## src/inc/phy_pages_map.vh

```
// register indices, field positions and reset values of the paged phy registers
`ifndef PHY_PAGES_MAP_VH
`define PHY_PAGES_MAP_VH

// register indices; byte address is four times the index
`define IDX_PAGE_SEL        6'h07
`define IDX_PAGED_LO        6'h08
`define IDX_COMPLIANCE      6'h08
`define IDX_IDENT_RSVD      6'h09
`define IDX_OUI_HIGH        6'h0a
`define IDX_OUI_MIDDLE      6'h0b
`define IDX_OUI_LOW         6'h0c
`define IDX_PART_HIGH       6'h0d
`define IDX_PART_MIDDLE     6'h0e
`define IDX_PART_LOW        6'h0f
`define IDX_SOFT_RESET      6'h0e
`define IDX_PORT_CTRL       6'h10
`define IDX_PORT_STAT       6'h11
`define IDX_PORT_LINK       6'h12
`define IDX_IRQ_STAT        6'h13
`define IDX_IRQ_MASK        6'h14

// page chooser values
`define PAGE_IDENT          3'h1
`define PAGE_VENDOR         3'h7

// field positions
`define PAGE_SEL_LSB        0
`define CTRL_SLEEP_LSB      0
`define CTRL_DEEP_LSB       4
`define STAT_SLEEP_LSB      0
`define STAT_LOOP_LSB       4
`define STAT_STANDBY_LSB    8
`define LINK_CON_LSB        0
`define LINK_RECEIVE_OK_FLAG_LSB       4
`define LINK_DIS_LSB        8
`define SWR_BIT             7
`define IRQ_LOOP_BIT        0
`define IRQ_SLEEP_BIT       1
`define IRQ_DISC_BIT        2

// reset and constant values
`define RST_PAGE_SEL        3'h0
`define RST_DEEP_OFF        3'h0
`define RST_IRQ_MASK        3'h0
`define COMPLIANCE_VALUE    8'h02

`endif

```

## src/hw/phy_port_and_vendor_pages.v

```verilog
// paged port flags, identification page and vendor page behind an ahb-lite slave
//
// Behaviour
// - reset loads sleep allow from sleep pin
// - sleep allow writable per port
// - port sleeps only when sleep allowed
// - loop break reads 1 while loop-disabled
// - loop break cleared on bus reset, disconnect
// - standby flag mirrors standby state
// - deep off ignored unless port disabled
// - deep off stops tones on disabled port
// - deep off forces connected, receive-ok to 0
// - page value 1 maps identification page
// - page value 7 maps vendor page
// - compliance register reads 02h
// - maker oui msb at paged 1010b
// - part code msb at paged 1101b
// - writing hard reset bit resets device
// - hard reset bit always reads 0
`timescale 1ns/1ps
`default_nettype none
`include "phy_pages_map.vh"

module phy_port_and_vendor_pages #(
    parameter [23:0] MAKER_OUI = 24'h5a_c3_96, // arbitrary value
    parameter [23:0] PART_CODE = 24'h3c_69_a5  // arbitrary value
) (
    input  wire        ref_clk,
    input  wire        nrst,
    // ahb-lite slave
    input  wire        hsel,
    input  wire [31:0] haddr,
    input  wire [1:0]  htrans,
    input  wire        hwrite,
    input  wire [2:0]  hsize,
    input  wire [31:0] hwdata,
    input  wire        hready,
    output wire        hreadyout,
    output wire        hresp,
    output wire [31:0] hrdata,
    // straps and port state
    input  wire        sleep_default_pin,
    input  wire        bus_reset,
    input  wire [2:0]  port_disabled,
    input  wire [2:0]  port_connected_raw,
    input  wire [2:0]  port_receive_ok_raw,
    input  wire [2:0]  port_loop_detect,
    input  wire [2:0]  port_standby,
    input  wire [2:0]  port_sleep_req,
    // results toward the port logic
    output wire [2:0]  port_sleeping,
    output wire [2:0]  port_tone_enable,
    output wire [2:0]  port_connected,
    output wire [2:0]  receive_ok_flag,
    output wire        device_hard_reset,
    output wire        irq
);

    // internal reset: pin or software hard reset
    reg         swr_pulse_ff;      // one-cycle software reset request
    wire        rst_int;           // combined active-high reset

    assign rst_int = !nrst || swr_pulse_ff;

    // the pulse clears itself through rst_int, so it lasts one cycle;
    // bus tracking answers to the pin alone, so a software reset
    // never leaves the bus handshake half way

    // ------------------------------------------------------------
    // ahb-lite address and data phase tracking
    // ------------------------------------------------------------
    reg         wr_pend_ff;        // write data phase pending
    reg         rd_pend_ff;        // read data phase, first cycle
    reg  [5:0]  idx_ff;            // latched register index
    reg         hit_ff;            // latched address within map window
    reg  [31:0] rdata_ff;          // registered read data
    wire        take;              // transfer accepted this edge
    wire        wr_now;            // write data valid this cycle
    wire        rd_cap;            // read data captured this cycle

    // a stalled address phase is taken once, on the edge whose
    // hready completes it
    assign take   = hsel && htrans[1] && hready;
    assign wr_now = wr_pend_ff;
    assign rd_cap = rd_pend_ff;

    // reads insert one wait so they see every earlier write
    assign hreadyout = !rd_pend_ff;
    // no error response: unmapped or reserved accesses end okay,
    // so a probing driver never traps on this block
    assign hresp     = 1'b0;
    assign hrdata    = rdata_ff;

    // address phase capture
    // hsize is not decoded: every register is one aligned word
    // an address above the window still completes, as a no-op
    always @(posedge ref_clk) begin
        if (!nrst) begin
            wr_pend_ff <= 1'b0;
            rd_pend_ff <= 1'b0;
            idx_ff     <= 6'h00;
            hit_ff     <= 1'b0;
        end else begin
            wr_pend_ff <= take && hwrite;
            rd_pend_ff <= take && !hwrite;
            if (take) begin
                idx_ff <= haddr[7:2];
                hit_ff <= (haddr[31:8] == 24'h000000);
            end
        end
    end

    // write strobes per register
    // strobes live in the data phase, where hwdata is valid; indices
    // without a strobe (read-only, reserved, unmapped) drop the write
    wire        wr_page;           // page chooser write
    wire        wr_vendor_swr;     // vendor page hard reset write
    wire        wr_ctrl;           // port control write
    wire        wr_mask;           // interrupt mask write
    reg  [2:0]  page_ff;           // page chooser field

    assign wr_page       = wr_now && hit_ff && (idx_ff == `IDX_PAGE_SEL);
    assign wr_ctrl       = wr_now && hit_ff && (idx_ff == `IDX_PORT_CTRL);
    assign wr_mask       = wr_now && hit_ff && (idx_ff == `IDX_IRQ_MASK);
    // only the vendor page decodes the hard reset byte
    assign wr_vendor_swr = wr_now && hit_ff && (idx_ff == `IDX_SOFT_RESET)
                           && (page_ff == `PAGE_VENDOR);

    // ------------------------------------------------------------
    // page chooser and software hard reset
    // ------------------------------------------------------------
    always @(posedge ref_clk) begin
        if (rst_int) begin
            page_ff <= `RST_PAGE_SEL;
        end else if (wr_page) begin
            page_ff <= hwdata[`PAGE_SEL_LSB+2:`PAGE_SEL_LSB];
        end
    end

    // the bit is never stored, so it reads back as zero
    // registers take their reset values on the edge after the pulse,
    // so software leaves that cycle free of bus transfers
    always @(posedge ref_clk) begin
        if (rst_int) begin
            swr_pulse_ff <= 1'b0;
        end else begin
            swr_pulse_ff <= wr_vendor_swr && hwdata[`SWR_BIT];
        end
    end

    // offered to the port logic, which resets with the registers
    assign device_hard_reset = swr_pulse_ff;

    // ------------------------------------------------------------
    // per-port control: sleep allow and deep port off
    // ------------------------------------------------------------
    reg  [2:0]  sleep_allow_ff;    // per-port sleep allow
    reg  [2:0]  deep_off_ff;       // per-port deep port off
    wire [2:0]  deep_eff;          // deep off acting on a disabled port

    // strap sampled while reset is held, clocked so no async load
    // each reset edge reloads it, so a software reset re-reads the pin
    // and overrides whatever software wrote before
    always @(posedge ref_clk) begin
        if (rst_int) begin
            sleep_allow_ff <= {3{sleep_default_pin}};
            deep_off_ff    <= `RST_DEEP_OFF;
        end else if (wr_ctrl) begin
            sleep_allow_ff <= hwdata[`CTRL_SLEEP_LSB+2:`CTRL_SLEEP_LSB];
            deep_off_ff    <= hwdata[`CTRL_DEEP_LSB+2:`CTRL_DEEP_LSB];
        end
    end

    // a setting on an enabled port stays latent
    // and takes hold as soon as that port is disabled
    assign deep_eff = deep_off_ff & port_disabled;

    // tones stop only for hard-disabled ports
    // trade-off: lower power against losing ac connectivity status
    assign port_tone_enable = ~deep_eff;

    // forced flags; releasing deep off lets speed be renegotiated
    assign port_connected  = port_connected_raw  & ~deep_eff;
    assign receive_ok_flag = port_receive_ok_raw & ~deep_eff;

    // ------------------------------------------------------------
    // port state flags
    // ------------------------------------------------------------
    reg  [2:0]  sleeping_ff;       // sleep state per port
    reg  [2:0]  loop_break_ff;     // loop-disable flag per port
    reg  [2:0]  standby_ff;        // standby state per port
    reg  [2:0]  con_prev_ff;       // connected, one cycle late

    // sleep entered only with permission
    // withdrawing permission wakes the port on the next cycle
    always @(posedge ref_clk) begin
        if (rst_int) begin
            sleeping_ff <= 3'h0;
        end else begin
            sleeping_ff <= port_sleep_req & sleep_allow_ff;
        end
    end

    assign port_sleeping = sleeping_ff;

    // loop break: clear wins, a fresh detect next cycle re-sets it
    // the raw connection clears it, so a forced deep off on a port
    // does not count as a disconnect here
    always @(posedge ref_clk) begin
        if (rst_int) begin
            loop_break_ff <= 3'h0;
        end else if (bus_reset) begin
            loop_break_ff <= 3'h0;
        end else begin
            loop_break_ff <= (loop_break_ff | port_loop_detect)
                             & port_connected_raw;
        end
    end

    // standby mirror and connection history
    // history follows the forced flag, so a deep off raises the
    // disconnect event even though the cable stays plugged
    always @(posedge ref_clk) begin
        if (rst_int) begin
            standby_ff  <= 3'h0;
            con_prev_ff <= 3'h0;
        end else begin
            standby_ff  <= port_standby;
            con_prev_ff <= port_connected;
        end
    end

    // ------------------------------------------------------------
    // interrupts: sticky events, mask, clear on read
    // ------------------------------------------------------------
    reg  [2:0]  irq_stat_ff;       // sticky event bits
    reg  [2:0]  irq_mask_ff;       // enable per event
    reg  [2:0]  nxt_irq_stat;      // next sticky state
    wire [2:0]  ev;                // events this cycle
    wire        rd_irq;            // status read being captured

    // each event lasts about a cycle: it compares a condition with its flag
    assign ev[`IRQ_LOOP_BIT]  = |(port_loop_detect & port_connected_raw & ~loop_break_ff);
    assign ev[`IRQ_SLEEP_BIT] = |(port_sleep_req & sleep_allow_ff & ~sleeping_ff);
    assign ev[`IRQ_DISC_BIT]  = |(con_prev_ff & ~port_connected);
    assign rd_irq = rd_cap && hit_ff && (idx_ff == `IDX_IRQ_STAT);

    // a set in the clearing cycle survives
    // the clear lands on the capture edge, so what is read is what is
    // cleared; limitation: events merge across the three ports
    always @* begin
        nxt_irq_stat = irq_stat_ff;
        if (rd_irq) begin
            nxt_irq_stat = 3'h0;
        end
        nxt_irq_stat = nxt_irq_stat | ev;
    end

    always @(posedge ref_clk) begin
        if (rst_int) begin
            irq_stat_ff <= 3'h0;
            irq_mask_ff <= `RST_IRQ_MASK;
        end else begin
            irq_stat_ff <= nxt_irq_stat;
            if (wr_mask) begin
                irq_mask_ff <= hwdata[2:0];
            end
        end
    end

    // level output: stays high until the status is read or masked off
    // a masked event still shows in the status for polling
    assign irq = |(irq_stat_ff & irq_mask_ff);

    // ------------------------------------------------------------
    // read multiplexer
    // ------------------------------------------------------------
    reg  [31:0] rd_mux;            // read value for latched index

    // paged window decodes by page; other pages read zero
    // the index is latched, so the mux is steady through the wait cycle
    always @* begin
        rd_mux = 32'h00000000;
        if (hit_ff) begin
            case (idx_ff)
                `IDX_PAGE_SEL: begin
                    rd_mux[`PAGE_SEL_LSB+2:`PAGE_SEL_LSB] = page_ff;
                end
                `IDX_PORT_CTRL: begin
                    rd_mux[`CTRL_SLEEP_LSB+2:`CTRL_SLEEP_LSB] = sleep_allow_ff;
                    rd_mux[`CTRL_DEEP_LSB+2:`CTRL_DEEP_LSB]   = deep_off_ff;
                end
                `IDX_PORT_STAT: begin
                    rd_mux[`STAT_SLEEP_LSB+2:`STAT_SLEEP_LSB]     = sleeping_ff;
                    rd_mux[`STAT_LOOP_LSB+2:`STAT_LOOP_LSB]       = loop_break_ff;
                    rd_mux[`STAT_STANDBY_LSB+2:`STAT_STANDBY_LSB] = standby_ff;
                end
                `IDX_PORT_LINK: begin
                    rd_mux[`LINK_CON_LSB+2:`LINK_CON_LSB]   = port_connected;
                    rd_mux[`LINK_RECEIVE_OK_FLAG_LSB+2:`LINK_RECEIVE_OK_FLAG_LSB] = receive_ok_flag;
                    rd_mux[`LINK_DIS_LSB+2:`LINK_DIS_LSB]   = port_disabled;
                end
                `IDX_IRQ_STAT: begin
                    rd_mux[2:0] = irq_stat_ff;
                end
                `IDX_IRQ_MASK: begin
                    rd_mux[2:0] = irq_mask_ff;
                end
                default: begin
                    rd_mux = 32'h00000000;
                end
            endcase
            // identification page; vendor page reads all zero
            if (page_ff == `PAGE_IDENT) begin
                case (idx_ff)
                    `IDX_COMPLIANCE:  rd_mux[7:0] = `COMPLIANCE_VALUE;
                    `IDX_IDENT_RSVD:  rd_mux[7:0] = 8'h00;
                    `IDX_OUI_HIGH:    rd_mux[7:0] = MAKER_OUI[23:16];
                    `IDX_OUI_MIDDLE:  rd_mux[7:0] = MAKER_OUI[15:8];
                    `IDX_OUI_LOW:     rd_mux[7:0] = MAKER_OUI[7:0];
                    `IDX_PART_HIGH:   rd_mux[7:0] = PART_CODE[23:16];
                    `IDX_PART_MIDDLE: rd_mux[7:0] = PART_CODE[15:8];
                    `IDX_PART_LOW:    rd_mux[7:0] = PART_CODE[7:0];
                    default:          rd_mux[7:0] = rd_mux[7:0];
                endcase
            end
        end
    end

    // hard reset bit never appears: vendor page reads zero
    // captured in the wait cycle so it sees every earlier write;
    // it then stands until the next read capture or the next pin or software reset
    always @(posedge ref_clk) begin
        if (rst_int) begin
            rdata_ff <= 32'h00000000;
        end else if (rd_cap) begin
            rdata_ff <= rd_mux;
        end
    end

endmodule // phy_port_and_vendor_pages
`default_nettype wire

```

## config.mk

```make
export PLATFORM = sky130hd
export DESIGN_NAME = phy_port_and_vendor_pages
export DESIGN_NICKNAME = d
export VERILOG_FILES = /design/src/hw/phy_port_and_vendor_pages.v
export VERILOG_INCLUDE_DIRS = /design/src /design/src/inc
export SDC_FILE = /design/constraint.sdc
export NUM_CORES = 1
export LEC_CHECK = 0
export BUFFER_PORTS_ARGS = -buffer_cell sky130_fd_sc_hd__buf_2
export CORE_ASPECT_RATIO = 0.5
export CORE_MARGIN = 3
export CORE_UTILIZATION = 40
export DETAILED_ROUTE_END_ITERATION = 10
export GPL_ROUTABILITY_DRIVEN = 0
export HOLD_SLACK_MARGIN = 0.02
export PLACE_DENSITY = 0.8
export SKIP_LAST_GASP = 1
export SLEW_MARGIN = 20
export SYNTH_ARGS = -nofsm -noshare
export SYNTH_HDL_FRONTEND = slang
export SYNTH_SLANG_ARGS = --single-unit
```

## constraint.sdc

```tcl
create_clock -name ref_clk -period 1.9 [get_ports ref_clk]
set_input_delay 0.38 -clock ref_clk [delete_from_list [all_inputs] [get_ports ref_clk]]
set_output_delay 0.38 -clock ref_clk [all_outputs]
set_load 0.02 [all_outputs]
```

# Yosys cells after proc, flatten, opt, wreduce, memory -nomap -nowiden
# Cells that the tools add are included.
# totals
ff_bits	69
word_cells	80
out_inout_bits	48
inputBits	94
# classes
n_reduce_logical	24
muxes	9
n_eq_ne	16
bitwise	16
# ops
op	n
one-hot mux 8 bit (8 select lines)	1
== test 6 x 4 -> 1 bit, second input constant	8
bitwise AND 3 bit	10
== test 6 x 5 -> 1 bit, second input constant	5
logical NOT 24 bit	1
one-hot mux 3 bit (6 select lines)	1
logical AND 1 bit	13
inverter 3 bit	4
OR reduction 3 bit	4
two-way mux 11 bit	1
two-way mux 3 bit	3
one-hot mux 3 bit (3 select lines)	1
two-way mux 8 bit	1
== test 6 x 3 -> 1 bit, second input constant	1
bitwise OR 3 bit	2
one-hot mux 3 bit (2 select lines)	1
== test 3 x 1 -> 1 bit, second input constant	1
== test 3 bit, second input constant	1
logical NOT 1 bit	3
nonzero test 2 bit	1
OR reduction 2 bit	1
logical OR 1 bit	1

# Depth between registers and ports, before layout
# logic_depth
ltp_word	7
mapped_depth	6
ltp_nobuf	5

# Worst setup path after synthesis
# Ideal clock, no wire load.
# synth_timing
kind	reg-to-reg
startpoint	reg idx_ff[0]
endpoint	reg sleep_allow_ff[0] (enable)
slack_ps	-17
arrival_time_ps	1615
t_required_ps	1598
stages_incl_launch_ff	6
cell_sequence	dfxtp_1 buf_2 or4b_4 or4_1 clkbuf_2 nand2_1
# synth_between
elab_chain_cells	3
# synth_lines
element	line_no	source
start, declared	phy_port_and_vendor_pages.v:74	reg [5:0] idx_ff;
start signal, assigned	phy_port_and_vendor_pages.v:107	idx_ff <= haddr[7:2];
== test 6 x 5 -> 1 bit	-	
logical AND 1 bit	phy_port_and_vendor_pages.v:123	assign wr_ctrl = wr_now && hit_ff && (idx_ff == `IDX_PORT_CTRL);
nonzero test 2 bit (no line)	-	
end signal, assigned	phy_port_and_vendor_pages.v:169	sleep_allow_ff <= hwdata[`CTRL_SLEEP_LSB+2:`CTRL_SLEEP_LSB];
end, declared	phy_port_and_vendor_pages.v:157	reg [2:0] sleep_allow_ff;
# Every way passes these cells.
# A chain may end at the register's enable or synchronous reset.

# Final worst setup path
# layout_timing
startpoint	reg idx_ff[5]
endpoint	reg sleep_allow_ff[0] (enable)
# The elaborated chain is that of the path after synthesis.

==> implementation parameters <==
Parameter                              Value

Synth
  Multiplexer share of the synthesized area ... 6.14%
  Primary flip-flop cell chosen by synthesis mapping ... sky130_fd_sc_hd__dfxtp_1
  Number of flops mapped to enable cells by yosys ... 3
  Share of the synthesized netlist area taken by xor and xnor gates ... 0%
  Seq cells post-synth ... 48
  Fraction of synthesized cell area taken by the top area cell type ... 36.8%
  Adder and majority gate portion of the synthesized area ... 0%
  Netlist cell types ... 45
  Post-Synthesis Mean Instance Area ... 8.23 um2
  Register area share after synthesis ... 40.5%
  Cell taking the most area after synthesis ... sky130_fd_sc_hd__dfxtp_1
  Fraction of registers with async set/reset ... 0%
  Top area cells in the synthesized netlist ... sky130_fd_sc_hd__dfxtp_1 (37%), sky130_fd_sc_hd__nand2_1 (6.9%), sky130_fd_sc_hd__buf_4 (6.8%), sky130_fd_sc_hd__mux2i_1 (6.1%), sky130_fd_sc_hd__nor2_1 (5.4%)
  Share of the synthesized area in compound gates (AO/OA/AOI/OAI) ... 15.1%
  Simple-gate share of the synthesized area ... 27.5%
  Dominant combinational cell family by area after synthesis ... simple AND/OR/NAND/NOR gates
  Commonest cells in the synthesized netlist ... sky130_fd_sc_hd__dfxtp_1 (45), sky130_fd_sc_hd__nand2_1 (45), sky130_fd_sc_hd__nor2_1 (35)
  Post-synthesis instance total ... 297
  Synth Warn # ... 0
  Cell area after synthesis ... 2440 um2

Detailed routing
  Starting DRC count in detailed routing ... 230
  Vias after detailed routing ... 2403
  Number of design rule violations left after detail routing ... 0
  Via count normalized by instance count ... 5.16
  Average wire per standard cell ... 14.1 um
  Number of optimization iterations in the first detailed-route pass ... 5
  Post-Route WL ... 6.58 mm
  Antenna violation net count after detailed routing ... 0

Cells and area
  Number of antenna diodes ... 0
  Relative area change from synthesis to final layout ... 28.1%
  Final standard cell count with taps included and fillers excluded ... 466
  Sequential cell area ... 991 um2
  Net total in the final layout ... 486
  Final instance area ... 3130 um2
  Filler cell count ... 516
  Proportion of layout cells with a drive suffix above 1 ... 30.0%
  Area of the multi-input gates ... 1290 um2

Floorplanning
  Overall die width ... 117 um
  Die Outline Area ... 7140 um2
  Initial core utilization ... 43.0%
  Std-Cell Core Area ... 5680 um2
  Number of placed I/O pins ... 142
  FP Rows ... 19
  Height of the die ... 61.3 um

Clock network
  H-tree depth ... 2
  Clock tree from TritonCTS ... yes
  Maximum clock insertion buffer count ... 2
  Clock Root Buffer ... sky130_fd_sc_hd__clkbuf_16
  Clock tree sinks ... 48
  Cts bufs inserted ... 5
  CTS clk-pin slew, worst paths ... 0.06 ns
  Latest clock arrival within the worst-skew pair ... 0.29 ns
  Postcts setup bufs ... 0

Placement
  Placed Cells ... 458
  Area after detailed placement ... 2950 um2
  I/O Buffers ... 88
  Half-perimeter wire length after placement ... 5.14 mm

Power and ir drop
  Power density normalized to cell area ... 748 nW/um2
  Leak Pwr ... 1.39 nW
  Tot Pwr ... 2.34 mW
  Maximum VDD drop ... 0.000421 V

Setup path
  Stage delay of the slowest cell on the critical path ... 0.55 ns
  Data required time at the worst endpoint ... 1.91 ns
  Setup Crit Path Kind ... flop to flop
  Cells along the critical path ... or4b_4 > or4_4 > nand2_2
  Largest fanout on the critical path ... 4
  CP Launch Type ... flop
  Critical path data arrival time ... 1.78 ns
  Critical-path top delay cell ... sky130_fd_sc_hd__or4b_4
  Crit path capture type ... flop

Global routing
  Wire length of the first global-routing pass ... 10.0 mm
  Number of global-route vias before repair ... 2117
  Maximum number of pins on one net before global-route repair ... 18
  Leftover overflow at the end of global routing ... 0
  Global-route total usage across every layer ... 18.1%
  Number of antenna violations at the first check in global routing ... 0

STA
  Unrepaired setup endpoints after global routing ... no
  Post-layout min period ... 1.78 ns
  Share of the cycle needed by the critical path after routing ... 93.6%
  Max-slew violations ... 0
  Number of hold violations in the final report ... 0
  Worst hold slack after final layout ... 0.257 ns
  Setup TNS ... 0 ns
  Clk_skew ... 0.00599 ns
  Final count of negative-setup-slack endpoints ... 0
  F_max ... 563 MHz

Flow run
  Count of max-cap constraint violations ... 0

Run status
  Run status ... complete, no violations

Hold path
  Class of the most critical hold timing path ... primary input to flop
stage by stage:
stage          util, %  setup WS, ns
6_report          55.1         0.122
5_1_grt           55.1        0.0360
4_1_cts           55.0       0.00197
3_5_place_dp      51.9       0.00851
3_3_place_gp      51.9        0.0215
2_1_floorplan        -       0.00488
layout make-up:
cell class                      count  area share, %
Clock inverter                      2           1.24
Inverter                            7          0.839
Tap cell                           73           2.92
Clock buffer                        6           4.43
Multi-Input combinational cell    226           41.1
Timing Repair Buffer              104           17.9
Sequential cell                    48           31.6
metal layers:
| metal | vias to the layer above | routed length [um] | GRT usage [%] |
|---|---|---|---|
| li1 | 1190 | - | - |
| met2 | 107 | 3050 | 29.8 |
| met1 | 1099 | 3000 | 24.7 |
| met3 | 7 | 478 | 3.63 |
| met5 | - | 0 | 0 |
| met4 | 0 | 53 | 5.23 |
worst max-delay path: cells and delay by family, from the launching register on:
kind	cells	cell delay (ns)
and+or+nand+nor	3	1.18
DFF	1	0.32
logic make-up (layout without fill, tap and decap cells):
family | Yosys count | count (layout)
compound gates | 53 | 53
buf+inv | 44 | 119
simple gates | 136 | 136
mux | 15 | 15
flops | 48 | 48
other cells | 1 | 22
final timing paths:
check	startpoint	end	slack, ns	depth (start not counted)
max reg2reg	idx_ff[5]$_SDFFE_PN0P_	sleep_allow_ff[0]$_DFFE_PP_	0.12	3
max	idx_ff[5]$_SDFFE_PN0P_	sleep_allow_ff[0]$_DFFE_PP_	0.12	3
min	hwrite	rd_cap$_SDFF_PN0_	0.26	2
min reg2reg	irq_stat_ff[2]$_SDFF_PN0_	irq_stat_ff[2]$_SDFF_PN0_	0.50	2
sequential cells by signal (all words and copies together) (netlist names):
register,cells
page_ff,3
hit_ff,1
deep_off_ff,3
rd_cap,1
device_hard_reset,1
con_prev_ff,3
irq_stat_ff,3
sleep_allow_ff,3
irq_mask_ff,3
wr_now,1
loop_break_ff,3
standby_ff,3
hrdata,11
idx_ff,6
port_sleeping,3
report_power, final:
group | internal [mW] | leakage (nW) | switching [mW] | total (mW)
sequential | 1.04 | 0.396 | 0.0194 | 1.06
clock | 0.659 | 0.0871 | 0.371 | 1.03
combinational | 0.0991 | 0.910 | 0.151 | 0.251
total | 1.80 | 1.39 | 0.542 | 2.34
repair_timing:
item,in CTS,in global routing
endpoints found under the setup margin,0,4
hold buffers,0,0
resized for setup,0,2
cells in the final DEF (no fill, tap or decap), drive strengths merged, types with 3 or more instances in the layout:
master and n:
o22ai 5, nand4 4, and2 10, nand2b 4, conb 22, a21boi 6, nor3 8, nand2 45
a211oi 3, a22oi 8, inv 7, edfxtp 3, nor3b 4, nor2 35, o21ai 9, buf 104
nor2b 4, a21oi 8, a22o 3, mux2i 15, clkbuf 6, nor4 6, dfxtp 45, nand3 5
Power figures use the tool's default switching activity.
